==> src/hdl/tmr8_pkg.sv <==
/*
  constants, field layout and carrier types of the 8-bit timer with two
  compare channels. assumes a register port with 3-bit byte addresses.
*/
package tmr8_pkg;
  // ********************
  // register offsets
  // ********************
  localparam logic [2:0] ADDR_CTRL_A  = 3'h0;
  localparam logic [2:0] ADDR_CTRL_B  = 3'h1;
  localparam logic [2:0] ADDR_CTRL_C  = 3'h2;
  localparam logic [2:0] ADDR_COUNT   = 3'h3;
  localparam logic [2:0] ADDR_MATCH_A = 3'h4;
  localparam logic [2:0] ADDR_MATCH_B = 3'h5;
  localparam logic [2:0] ADDR_FLAG    = 3'h6;
  localparam logic [2:0] ADDR_MASK    = 3'h7;
  // ********************
  // fields and values
  // ********************
  localparam int         POS_WK_HI    = 3;
  localparam int         POS_FORCE_A  = 7;
  localparam int         POS_ACT_A    = 6;
  localparam int         POS_ACT_B    = 4;
  localparam int         POS_OVF      = 0;
  localparam logic [7:0] RESET_BYTE   = 8'h00;
  localparam logic [7:0] CNT_MAX      = 8'hff;
  localparam logic [7:0] CNT_BOTTOM   = 8'h00;
  localparam logic [2:0] WK_NORMAL    = 3'h0;
  localparam logic [2:0] WK_CTC       = 3'h2;
  localparam logic [2:0] SRC_OFF      = 3'h0;
  localparam logic [2:0] SRC_DIV8     = 3'h2;
  localparam logic [2:0] SRC_DIV64    = 3'h3;
  localparam logic [2:0] SRC_DIV256   = 3'h4;
  localparam logic [2:0] SRC_DIV1024  = 3'h5;
  localparam logic [2:0] SRC_EXT_FALL = 3'h6;
  localparam logic [2:0] SRC_EXT_RISE = 3'h7;
  localparam logic [1:0] ACT_NONE     = 2'h0;
  localparam logic [1:0] ACT_TOGGLE   = 2'h1;
  localparam logic [1:0] ACT_CLEAR    = 2'h2;
  localparam logic [1:0] ACT_SET      = 2'h3;
  // ********************
  // types
  // ********************
  typedef struct packed {
    logic [2:0] addr;
    logic [7:0] wdata;
    logic       wr;
    logic       rd;
  } tmr8_bus_type;
  typedef enum logic [1:0] {DIR_UP = 2'b01, DIR_DOWN = 2'b10} tmr8_dir_type;
endpackage

==> src/hdl/tmr8_timer.sv <==
/*
  8-bit timer/counter with two compare channels, tick selection, flags,
  masks and compare double buffering. assumes a synchronous register
  master on clock and an ext_count_pin from outside the clock domain.
*/
// What this block does
// - counter and compare values are 8 bits
// - one flag register, one mask register
// - tick from clock, prescaler or pin; zero stops
// - three-bit tick select in control B
// - each tick clears, increments or decrements
// - counter readable and writable at any time
// - counter write beats clear or count
// - waveform kind split over controls A, B
// - overflow flag set per waveform kind
// - comparators match whenever values are equal
// - match flag set on next tick
// - match request gated by mask bit
// - flag clears on service or write one
// - outputs use match, kind, action, top, bottom
// - pwm writes buffered, loaded at top
// - normal and clear_on_match write directly
// - force strobe acts outside pwm, no flag, no reload
// - counter write blocks next tick match
// - output state kept across kind change
// - action select changes take effect immediately
// - top and bottom indications
// - max is 0xff, bottom is 0x00
// - top is max or channel a value
// - normal mode counts up, overflow at wrap
`timescale 1ns/1ps
module tmr8_timer
  import tmr8_pkg::*;
(
  // clock and reset
  input  wire logic         clock,
  input  wire logic         arst_n,
  // register port
  input  wire tmr8_bus_type bus_req,
  output logic [7:0]        rd_data_r,
  // interrupt requests and service acknowledge: overflow, match a, match b
  output logic [2:0]        irq_req_r,
  input  wire logic [2:0]   irq_ack,
  // external count pin
  input  wire logic         ext_count_pin,
  // compare output states
  output logic              wave_out_a,
  output logic              wave_out_b
);
  // ********************
  // registers
  // ********************
  logic [7:0]   control_reg_a;
  logic [7:0]   control_reg_b;
  logic [7:0]   count_value;
  logic [7:0]   timer_flag_reg;
  logic [7:0]   timer_mask_reg;
  logic [7:0]   buf_r [2];
  logic [7:0]   act_r [2];
  logic [1:0]   wave_r;
  logic         block_r;
  tmr8_dir_type dir_r;
  logic [9:0]   pre_r;
  logic [2:0]   pin_r;
  // ********************
  // decode
  // ********************
  logic [2:0] waveform_kind;
  logic [2:0] tick_source_select;
  logic       pwm;
  logic       phase;
  logic       fast;
  logic [7:0] top_val;
  logic       at_top;
  logic       at_bot;
  logic       timer_tick;
  logic       cnt_wr;
  logic       force_wr;
  logic [7:0] cnt_nxt;
  logic [1:0] match;
  logic [1:0] output_action_select [2];

  assign waveform_kind      = {control_reg_b[POS_WK_HI], control_reg_a[1:0]};
  assign tick_source_select = control_reg_b[2:0];
  assign pwm   = waveform_kind[0];
  assign phase = pwm & ~waveform_kind[1];
  assign fast  = pwm & waveform_kind[1];
  assign top_val = (waveform_kind == WK_CTC || waveform_kind[2]) ? act_r[0] : CNT_MAX;
  assign at_top  = (count_value == top_val);
  assign at_bot  = (count_value == CNT_BOTTOM);
  assign cnt_wr   = bus_req.wr && bus_req.addr == ADDR_COUNT;
  assign force_wr = bus_req.wr && bus_req.addr == ADDR_CTRL_C && !pwm;
  assign output_action_select[0] = control_reg_a[POS_ACT_A +: 2];
  assign output_action_select[1] = control_reg_a[POS_ACT_B +: 2];

  // ********************
  // tick source
  // ********************
  // pin_r[0] feeds pin_r[1] only; the edge is seen between [1] and [2]
  always_ff @(posedge clock or negedge arst_n) begin
    if (!arst_n) begin
      pin_r <= 3'h0;
    end else begin
      pin_r <= {pin_r[1:0], ext_count_pin};
    end
  end

  // free-running divider; phase is shared, so a source change may shorten a tick
  always_ff @(posedge clock or negedge arst_n) begin
    if (!arst_n) begin
      pre_r <= 10'h000;
    end else begin
      pre_r <= pre_r + 10'h001;
    end
  end

  always_comb begin
    unique case (tick_source_select)
      SRC_OFF:      timer_tick = 1'b0;
      SRC_DIV8:     timer_tick = &pre_r[2:0];
      SRC_DIV64:    timer_tick = &pre_r[5:0];
      SRC_DIV256:   timer_tick = &pre_r[7:0];
      SRC_DIV1024:  timer_tick = &pre_r;
      SRC_EXT_FALL: timer_tick = pin_r[2] & ~pin_r[1];
      SRC_EXT_RISE: timer_tick = ~pin_r[2] & pin_r[1];
      default:      timer_tick = 1'b1;
    endcase
  end

  // ********************
  // counter unit
  // ********************
  always_comb begin
    cnt_nxt = count_value + 8'h01;
    if (phase) begin
      // turn at top and at bottom; going down past bottom would wrap to max
      if ((dir_r == DIR_UP) ? at_top : !at_bot) begin
        cnt_nxt = count_value - 8'h01;
      end
    end else if ((fast || waveform_kind == WK_CTC) && at_top) begin
      cnt_nxt = CNT_BOTTOM;
    end
  end

  always_ff @(posedge clock or negedge arst_n) begin
    if (!arst_n) begin
      count_value <= RESET_BYTE;
      dir_r       <= DIR_UP;
    end else begin
      if (cnt_wr) begin
        count_value <= bus_req.wdata;
      end else if (timer_tick) begin
        count_value <= cnt_nxt;
      end
      if (!phase) begin
        dir_r <= DIR_UP;
      end else if (timer_tick && at_top) begin
        dir_r <= DIR_DOWN;
      end else if (timer_tick && at_bot) begin
        dir_r <= DIR_UP;
      end
    end
  end

  // blocking lasts until the next tick, however long the timer stands still
  always_ff @(posedge clock or negedge arst_n) begin
    if (!arst_n) begin
      block_r <= 1'b0;
    end else if (cnt_wr) begin
      block_r <= 1'b1;
    end else if (timer_tick) begin
      block_r <= 1'b0;
    end
  end

  // ********************
  // control registers
  // ********************
  always_ff @(posedge clock or negedge arst_n) begin
    if (!arst_n) begin
      control_reg_a  <= RESET_BYTE;
      control_reg_b  <= RESET_BYTE;
      timer_mask_reg <= RESET_BYTE;
    end else if (bus_req.wr) begin
      if (bus_req.addr == ADDR_CTRL_A) control_reg_a <= bus_req.wdata;
      if (bus_req.addr == ADDR_CTRL_B) control_reg_b <= bus_req.wdata;
      if (bus_req.addr == ADDR_MASK) timer_mask_reg <= bus_req.wdata;
    end
  end

  // ********************
  // compare channels
  // ********************
  function automatic logic apply_act(input logic [1:0] act, input logic cur);
    unique case (act)
      ACT_TOGGLE: apply_act = ~cur;
      ACT_CLEAR:  apply_act = 1'b0;
      ACT_SET:    apply_act = 1'b1;
      default:    apply_act = cur;
    endcase
  endfunction

  for (genvar c = 0; c < 2; c++) begin : g_chan
    logic wr_val;
    logic hit;
    logic up_edge;
    assign wr_val  = bus_req.wr && bus_req.addr == (ADDR_MATCH_A + 3'(c));
    assign match[c] = (count_value == act_r[c]);
    assign hit     = timer_tick && match[c] && !block_r;
    assign up_edge = (dir_r == DIR_UP);

    always_ff @(posedge clock or negedge arst_n) begin
      if (!arst_n) begin
        buf_r[c] <= RESET_BYTE;
        act_r[c] <= RESET_BYTE;
      end else begin
        if (wr_val) begin
          buf_r[c] <= bus_req.wdata;
        end
        if (wr_val && !pwm) begin
          act_r[c] <= bus_req.wdata;
        end else if (pwm && timer_tick && at_top) begin
          act_r[c] <= buf_r[c];
        end
      end
    end

    // kind changes leave the state alone; only events move it
    always_ff @(posedge clock or negedge arst_n) begin
      if (!arst_n) begin
        wave_r[c] <= 1'b0;
      end else if (force_wr && bus_req.wdata[POS_FORCE_A - c]) begin
        wave_r[c] <= apply_act(output_action_select[c], wave_r[c]);
      end else if (!pwm && hit) begin
        wave_r[c] <= apply_act(output_action_select[c], wave_r[c]);
      end else if (pwm && hit && output_action_select[c] == ACT_TOGGLE) begin
        if (c == 0 && waveform_kind[2]) wave_r[c] <= ~wave_r[c];
      end else if (pwm && hit && output_action_select[c][1]) begin
        wave_r[c] <= output_action_select[c][0] ^ (phase && !up_edge);
      end else if (fast && timer_tick && at_top && output_action_select[c][1]) begin
        wave_r[c] <= ~output_action_select[c][0];
      end
    end

    always_ff @(posedge clock or negedge arst_n) begin
      if (!arst_n) begin
        timer_flag_reg[c + 1] <= 1'b0;
      end else if (hit) begin
        timer_flag_reg[c + 1] <= 1'b1;
      end else if (irq_ack[c + 1] ||
                   (bus_req.wr && bus_req.addr == ADDR_FLAG && bus_req.wdata[c + 1])) begin
        timer_flag_reg[c + 1] <= 1'b0;
      end
    end
  end

  // ********************
  // overflow flag
  // ********************
  logic ovf_set;
  assign ovf_set = timer_tick && (phase ? (at_bot && dir_r == DIR_DOWN) :
                   fast ? at_top : (count_value == CNT_MAX));

  always_ff @(posedge clock or negedge arst_n) begin
    if (!arst_n) begin
      timer_flag_reg[POS_OVF] <= 1'b0;
    end else if (ovf_set && !cnt_wr) begin
      timer_flag_reg[POS_OVF] <= 1'b1;
    end else if (irq_ack[POS_OVF] ||
                 (bus_req.wr && bus_req.addr == ADDR_FLAG && bus_req.wdata[POS_OVF])) begin
      timer_flag_reg[POS_OVF] <= 1'b0;
    end
  end
  assign timer_flag_reg[7:3] = 5'h00;

  // ********************
  // requests and readback
  // ********************
  always_ff @(posedge clock or negedge arst_n) begin
    if (!arst_n) begin
      irq_req_r <= 3'h0;
    end else begin
      irq_req_r <= timer_flag_reg[2:0] & timer_mask_reg[2:0];
    end
  end

  always_ff @(posedge clock or negedge arst_n) begin
    if (!arst_n) begin
      rd_data_r <= RESET_BYTE;
    end else if (bus_req.rd) begin
      unique case (bus_req.addr)
        ADDR_CTRL_A:  rd_data_r <= control_reg_a;
        ADDR_CTRL_B:  rd_data_r <= control_reg_b;
        ADDR_COUNT:   rd_data_r <= count_value;
        ADDR_MATCH_A: rd_data_r <= buf_r[0];
        ADDR_MATCH_B: rd_data_r <= buf_r[1];
        ADDR_FLAG:    rd_data_r <= timer_flag_reg;
        ADDR_MASK:    rd_data_r <= timer_mask_reg;
        default:      rd_data_r <= RESET_BYTE;
      endcase
    end else begin
      rd_data_r <= RESET_BYTE;
    end
  end

  assign wave_out_a = wave_r[0];
  assign wave_out_b = wave_r[1];
endmodule

==> config.mk <==
export PLATFORM = sky130hd
export DESIGN_NAME = tmr8_timer
export DESIGN_NICKNAME = d
export VERILOG_FILES = /design/src/hdl/tmr8_pkg.sv /design/src/hdl/tmr8_timer.sv
export SDC_FILE = /design/constraint.sdc
export NUM_CORES = 1
export LEC_CHECK = 0
export ABC_AREA = 1
export BUFFER_PORTS_ARGS = -buffer_cell sky130_fd_sc_hd__buf_2
export CAP_MARGIN = 20
export CELL_PAD_IN_SITES_DETAIL_PLACEMENT = 1
export CELL_PAD_IN_SITES_GLOBAL_PLACEMENT = 2
export CORE_MARGIN = 4
export CORE_UTILIZATION = 32
export CTS_CLUSTER_SIZE = 12
export DETAILED_ROUTE_END_ITERATION = 10
export GPL_TIMING_DRIVEN = 0
export PLACE_DENSITY = 0.75
export REMOVE_ABC_BUFFERS = 1
export SKIP_CTS_REPAIR_TIMING = 1
export SYNTH_ARGS = -nofsm -noshare
export SYNTH_HDL_FRONTEND = slang
export SYNTH_SLANG_ARGS = --single-unit
==> constraint.sdc <==
create_clock -name clock -period 1.9 [get_ports clock]
set_input_delay 0.095 -clock clock [delete_from_list [all_inputs] [get_ports clock]]
set_output_delay 0.095 -clock clock [all_outputs]
set_load 0.02 [all_outputs]
; Word level (Yosys, flattened, before mapping)
; Cells that the tools add are included.
[word_totals]
inputBits = 19
elab_cells = 173
register_bits = 96
out_inout_bits = 13
[op_classes]
n_reduce_logical = 68
bitwise_logic = 14
n_mux = 40
add_sub_neg = 3
n_eq_ne = 29
[ops]
columns = op, count
row1 = 8-bit two-way mux, 11
row2 = 8-bit one-hot mux with 7 select lines, 1
row3 = 1-bit logical AND, 38
row4 = 3-bit == test (second input constant), 8
row5 = 8-bit == test, 3
row6 = 1-bit two-way mux, 22
row7 = 3-bit by 2-bit == test with 1-bit output (second input constant), 5
row8 = 2-bit nonzero test, 6
row9 = 10-bit by 1-bit adder with 10-bit output (second input constant), 1
row10 = 2-bit == test (second input constant), 5
row11 = 10-bit AND reduction, 1
row12 = 2-bit AND reduction, 5
row13 = 8-bit by 1-bit adder with 8-bit output (second input constant), 1
row14 = 8-bit == test (second input constant), 1
row15 = 8-bit zero test, 1
row16 = 8-bit AND reduction, 1
row17 = 8-bit by 1-bit subtractor with 8-bit output (second input constant), 1
row18 = 1-bit NOT, 7
row19 = 1-bit one-hot mux with 7 select lines, 1
row20 = 2-bit by 1-bit == test with 1-bit output (second input constant), 3
row21 = 3-bit zero test, 2
row22 = 2-bit two-way mux, 3
row23 = 1-bit one-hot mux with 3 select lines, 2
row24 = 6-bit AND reduction, 1
row25 = 12 further kinds, 24

; Longest topological paths before layout
[depth]
ltp_word = 11
depth_mapped = 16
depth_no_buf = 15

; Worst setup path before layout
; Ideal clock, no wire load.
[synth_timing]
kind = flip-flop to flip-flop
startpoint = reg pre_r[0]
endpoint = reg count_value[2]
path_buffers = 1
required_time_ps = 1823
synth_period_minus_slack_ps = 1937
t_arrival_ps = 1860
stages_incl_launch_ff = 14
path_slack_ps = -37
setup_time_ps = 77
cell_sequence = dfrtp_1 > ha_1 > nand3_1 > inv_1 > nand2_1 > nor2_1 > nor2_1 > nand2_1 > buf_2 > nor2_1 > clkinv_1 > nand3_1 > inv_1 > a21oi_1
[synth_between]
elab_chain_len = 3
word_cells_on_any_way = 6
classes_between = mux: 1 / reduce/logical: 5
[synth_rtl]
columns = item, line
row1 = "start, declared", tmr8_timer.sv:63  ; logic [9:0] pre_r;
row2 = "start signal, assigned", tmr8_timer.sv:113  ; pre_r <= pre_r + 10'h001;
row3 = 10-bit AND reduction (tied with other cells), tmr8_timer.sv:123  ; SRC_DIV1024: timer_tick = &pre_r;
row4 = 1-bit one-hot mux with 7 select lines (*), tmr8_timer.sv:118  ; unique case (tick_source_select)
row5 = 2-bit nonzero test (no source line) (*), n/a
row6 = "end signal, assigned", tmr8_timer.sv:151  ; count_value <= bus_req.wdata;
row7 = "end signal, assigned", tmr8_timer.sv:153  ; count_value <= cnt_nxt;
row8 = "end, declared", tmr8_timer.sv:55  ; logic [7:0] count_value;
; Mark *: on every way between the ends. The rest lies on a longest branch, timed or not.
; A chain may end at the register's enable or synchronous reset.

; Worst setup path after layout
[layout_timing]
startpoint = reg count_value[2]
endpoint = reg act_r[15] (netlist bit)
[layout_between]
elab_chain_len = 3
[layout_rtl]
columns = item, line
row1 = 8-bit == test, tmr8_timer.sv:89  ; assign at_top = (count_value == top_val);
row2 = 1-bit logical AND, tmr8_timer.sv:222  ; end else if (pwm && timer_tick && at_top) begin
row3 = 2-bit nonzero test (no source line), n/a
row4 = "end signal, assigned by index", tmr8_timer.sv:221  ; act_r[c] <= bus_req.wdata;
row5 = "end signal, assigned by index", tmr8_timer.sv:223  ; act_r[c] <= buf_r[c];
row6 = "end, declared", tmr8_timer.sv:59  ; logic [7:0] act_r [2];
; No other way between the ends.

==> flow_metrics.env <==
export IMPL_status="finished with violations"
export IMPL_violations="negative hold slack, negative setup slack"
export IMPL_ys_ff_latch=96
export IMPL_worstSetupStartpointType="register"
export IMPL_dr_pass1_iters=5
export IMPL_antenna_found_initial=0
export IMPL_ant_nets=0
export IMPL_relSlewSlack=0.5794
export IMPL_period_minus_slack_ps=2199
export IMPL_grtUsageTotal=0.2080
export IMPL_synthAdderAreaFrac=0.01137
export IMPL_grt_pass1_wl_mm=31.34
export IMPL_crit_top_cell="nand2_2"
export IMPL_crit_family="simple AND/OR/NAND/NOR gates"
export IMPL_leakage_nw=3.271
export IMPL_portBuffers=31
export IMPL_whs_endpoint="buf_r[1]"
export IMPL_power_w=0.008331
export IMPL_drt_iter0_drc=337
export IMPL_ys_async_sr_fraction=1.000
export IMPL_period_share=1.157
export IMPL_synth_top_family_by_area="simple AND/OR/NAND/NOR gates"
export IMPL_hold_path_class="primary input to register"
export IMPL_grt_pass1_vias=5549
export IMPL_clkLatencyLatePin_ps=360
export IMPL_worst_slack_ps=-298.6
export IMPL_final_max_slew_violation_count=0
export IMPL_vias_per_cell=5.208
export IMPL_wl_per_cell_um=20.03
export IMPL_drive_above_1_share=0.2192
export IMPL_dp_hpwl_mm=15.04
export IMPL_powerDensity_nw_per_um2=1224
export IMPL_layout_commonest_cell="nand2_1"
export IMPL_cp_arrival_ps=2480
export IMPL_synth_edf_count=0
export IMPL_die_h_um=139.1
export IMPL_drcViolationCount=0
export IMPL_yosys_area_top_type="dfrtp_1"
export IMPL_ios=32
export IMPL_syn_area_per_cell_um2=7.375
export IMPL_clk_pin_slew_worst_paths_ps=80
export IMPL_yosysWarnings=0
export IMPL_fmax_mhz=454.8
export IMPL_nNetsFinal=840
export IMPL_cp_slowest_stage_delay_ps=490
export IMPL_synth_xor_area_share=0.03502
export IMPL_cts_buffers=9
export IMPL_end_kind="register"
export IMPL_nFillCells=2107
export IMPL_crit_fanout=8
export IMPL_r2r_start="count_value[2]"
export IMPL_dpl_cell_area_um2=5862
export IMPL_drv_cap=0
export IMPL_finalClockSkew_ps=8.440
export IMPL_required_ps=2180
export IMPL_ys_flop_type="dfrtp_1"
export IMPL_synth_simple_gate_area_share=0.2961
export IMPL_fin_area_um2=6807
export IMPL_rr_worst_depth=12
export IMPL_root_buffer="clkbuf_16"
export IMPL_synth_top_area_frac=0.4321
export IMPL_clockBufferDepth=2
export IMPL_cts_htree_levels=3
export IMPL_diodes=0
export IMPL_whs_ps=-11.79
export IMPL_critical_path_class="register to register"
export IMPL_yosysSeqAreaShare=0.4369
export IMPL_critPathBufInv=1
export IMPL_row_count=47
export IMPL_core_area_um2=16700
export IMPL_clock_sinks=96
export IMPL_final_util=0.4076
export IMPL_vias=5422
export IMPL_grt_setup_unrepaired="true"
export IMPL_netlist_area_um2=5502
export IMPL_reg_largest_list="act_r x16, buf_r x16, pre_r x10"
export IMPL_setup_viol=28
export IMPL_grt_overflow=0
export IMPL_die_w_um=139.1
export IMPL_r2r_end="act_r[15]"
export IMPL_hold_depth=3
export IMPL_cts_tree="built"
export IMPL_crit_chain="clkinvlp_4 -> nand2_2 -> nand2_2 -> nor2_2 -> nand2_1 -> nor3b_2 -> nand2_2 -> nor2_4 -> nand2_8 -> nand2_8 -> o211ai_1 -> o21ai_1"
export IMPL_hold_start="bus_req[3]"
export IMPL_synthCells=746
export IMPL_drt_total_wl_mm=20.85
export IMPL_ir_worst_vdd_mv=0.5433
export IMPL_mostFrequentLayoutCells="nand2_1 (188), dfrtp_1 (85), inv_1 (80)"
export IMPL_synth_compound_area_frac=0.1376
export IMPL_yosysUniqueCellTypes=44
export IMPL_grt_max_degree=55
export IMPL_worst_pin_slew_ps=627.5
export IMPL_area_growth_pct=23.72
export IMPL_synthMuxAreaShare=0
export IMPL_final_hold_viol_count=1
export IMPL_die_area_um2=19350
export IMPL_cp_slowest_cell="dfrtp_2"
export IMPL_rrSetupSlack_ps=-300
export IMPL_start_util=0.3294
export IMPL_gp_congestion=0.8924
export IMPL_synth_area_leaders="dfrtp_1 (43%), nand2_1 (14%), inv_1 (5.9%)"
[cells in the mapped netlist (all sizes together) (3+ instances only)]
cell	count
a221oi	4
a21oi	25
a31oi	3
xnor2	5
nand2	211
o22ai	19
xor2	17
nor3	13
clkbuf	6
o21ai	67
nand4	6
ha	5
o31ai	4
inv	93
buf	11
dfrtp	95
nor2	81
nand3	61
[metrics by stage]
stage / hold slack [ps] / TNS, ps / cells / setup slack (ps)
finish: -11.79 / -6052 / 1041 / -298.6
global route: 11.31 / -10140 / 1041 / -442.5
CTS: -231.3 / -30130 / 997 / -1123
detailed placement: 154.8 / -29840 / 981 / -1109
global placement: 208.9 / -61800 / 980 / -1088
floorplan: -200.6 / -4029 / 729 / -197.1
[power breakdown]
part           switching [W]  internal [W]
clock               0.000883      0.000944
combinational        0.00223       0.00131
sequential          0.000491       0.00247
total                0.00361       0.00472
[tightest hold or removal path, stage by stage]
cell	delay [ps]
buf_2	90
nand2_1	60
o21ai_0	70
[layer usage]
layer	vias to the layer above	track usage	part of all wire
li1	2573	-	-
met2	115	0.3449	0.48
met4	0	0.05767	0.016
met3	21	0.02724	0.037
met1	2713	0.2869	0.47
met5	-	0	0
[worst max path at each step]
stage               slack (ps)             start  cells past startpoint             end
floorplan                 -200  control_reg_a[0]                     13  count_value[6]
global placement         -1090  control_reg_a[0]                     10       act_r[15]
detailed placement       -1110  control_reg_a[0]                     10       act_r[15]
CTS                      -1120  control_reg_a[0]                     12      wave_out_a
global route              -440    count_value[2]                     12       act_r[15]
finish                    -300    count_value[2]                     12       act_r[15]
[logic make-up (layout without fill, tap and decap cells)]
| logic type | Yosys count | after routing |
|---|---|---|
| AOI/OAI and AO/OA | 133 | 133 |
| xor gates and xnor gates | 22 | 22 |
| adders and majority gates | 5 | 5 |
| buffers and inverters | 112 | 183 |
| DFF | 96 | 96 |
| and+or+nand+nor | 378 | 382 |
[area by class of cell]
class / instances / area, um^2 / share of cell area
clock inverter: 6 / 52.55 / 0.007721
tap: 220 / 275.3 / 0.04044
clock buffer: 10 / 239.0 / 0.03511
inverter: 95 / 374.1 / 0.05496
timing repair buffer: 71 / 504.2 / 0.07408
timing repair inverter: 1 / 7.507 / 0.001103
sequential: 96 / 2419 / 0.3553
multi-input combinational: 542 / 2935 / 0.4313
No activity file was read; power rests on OpenSTA's default activity.
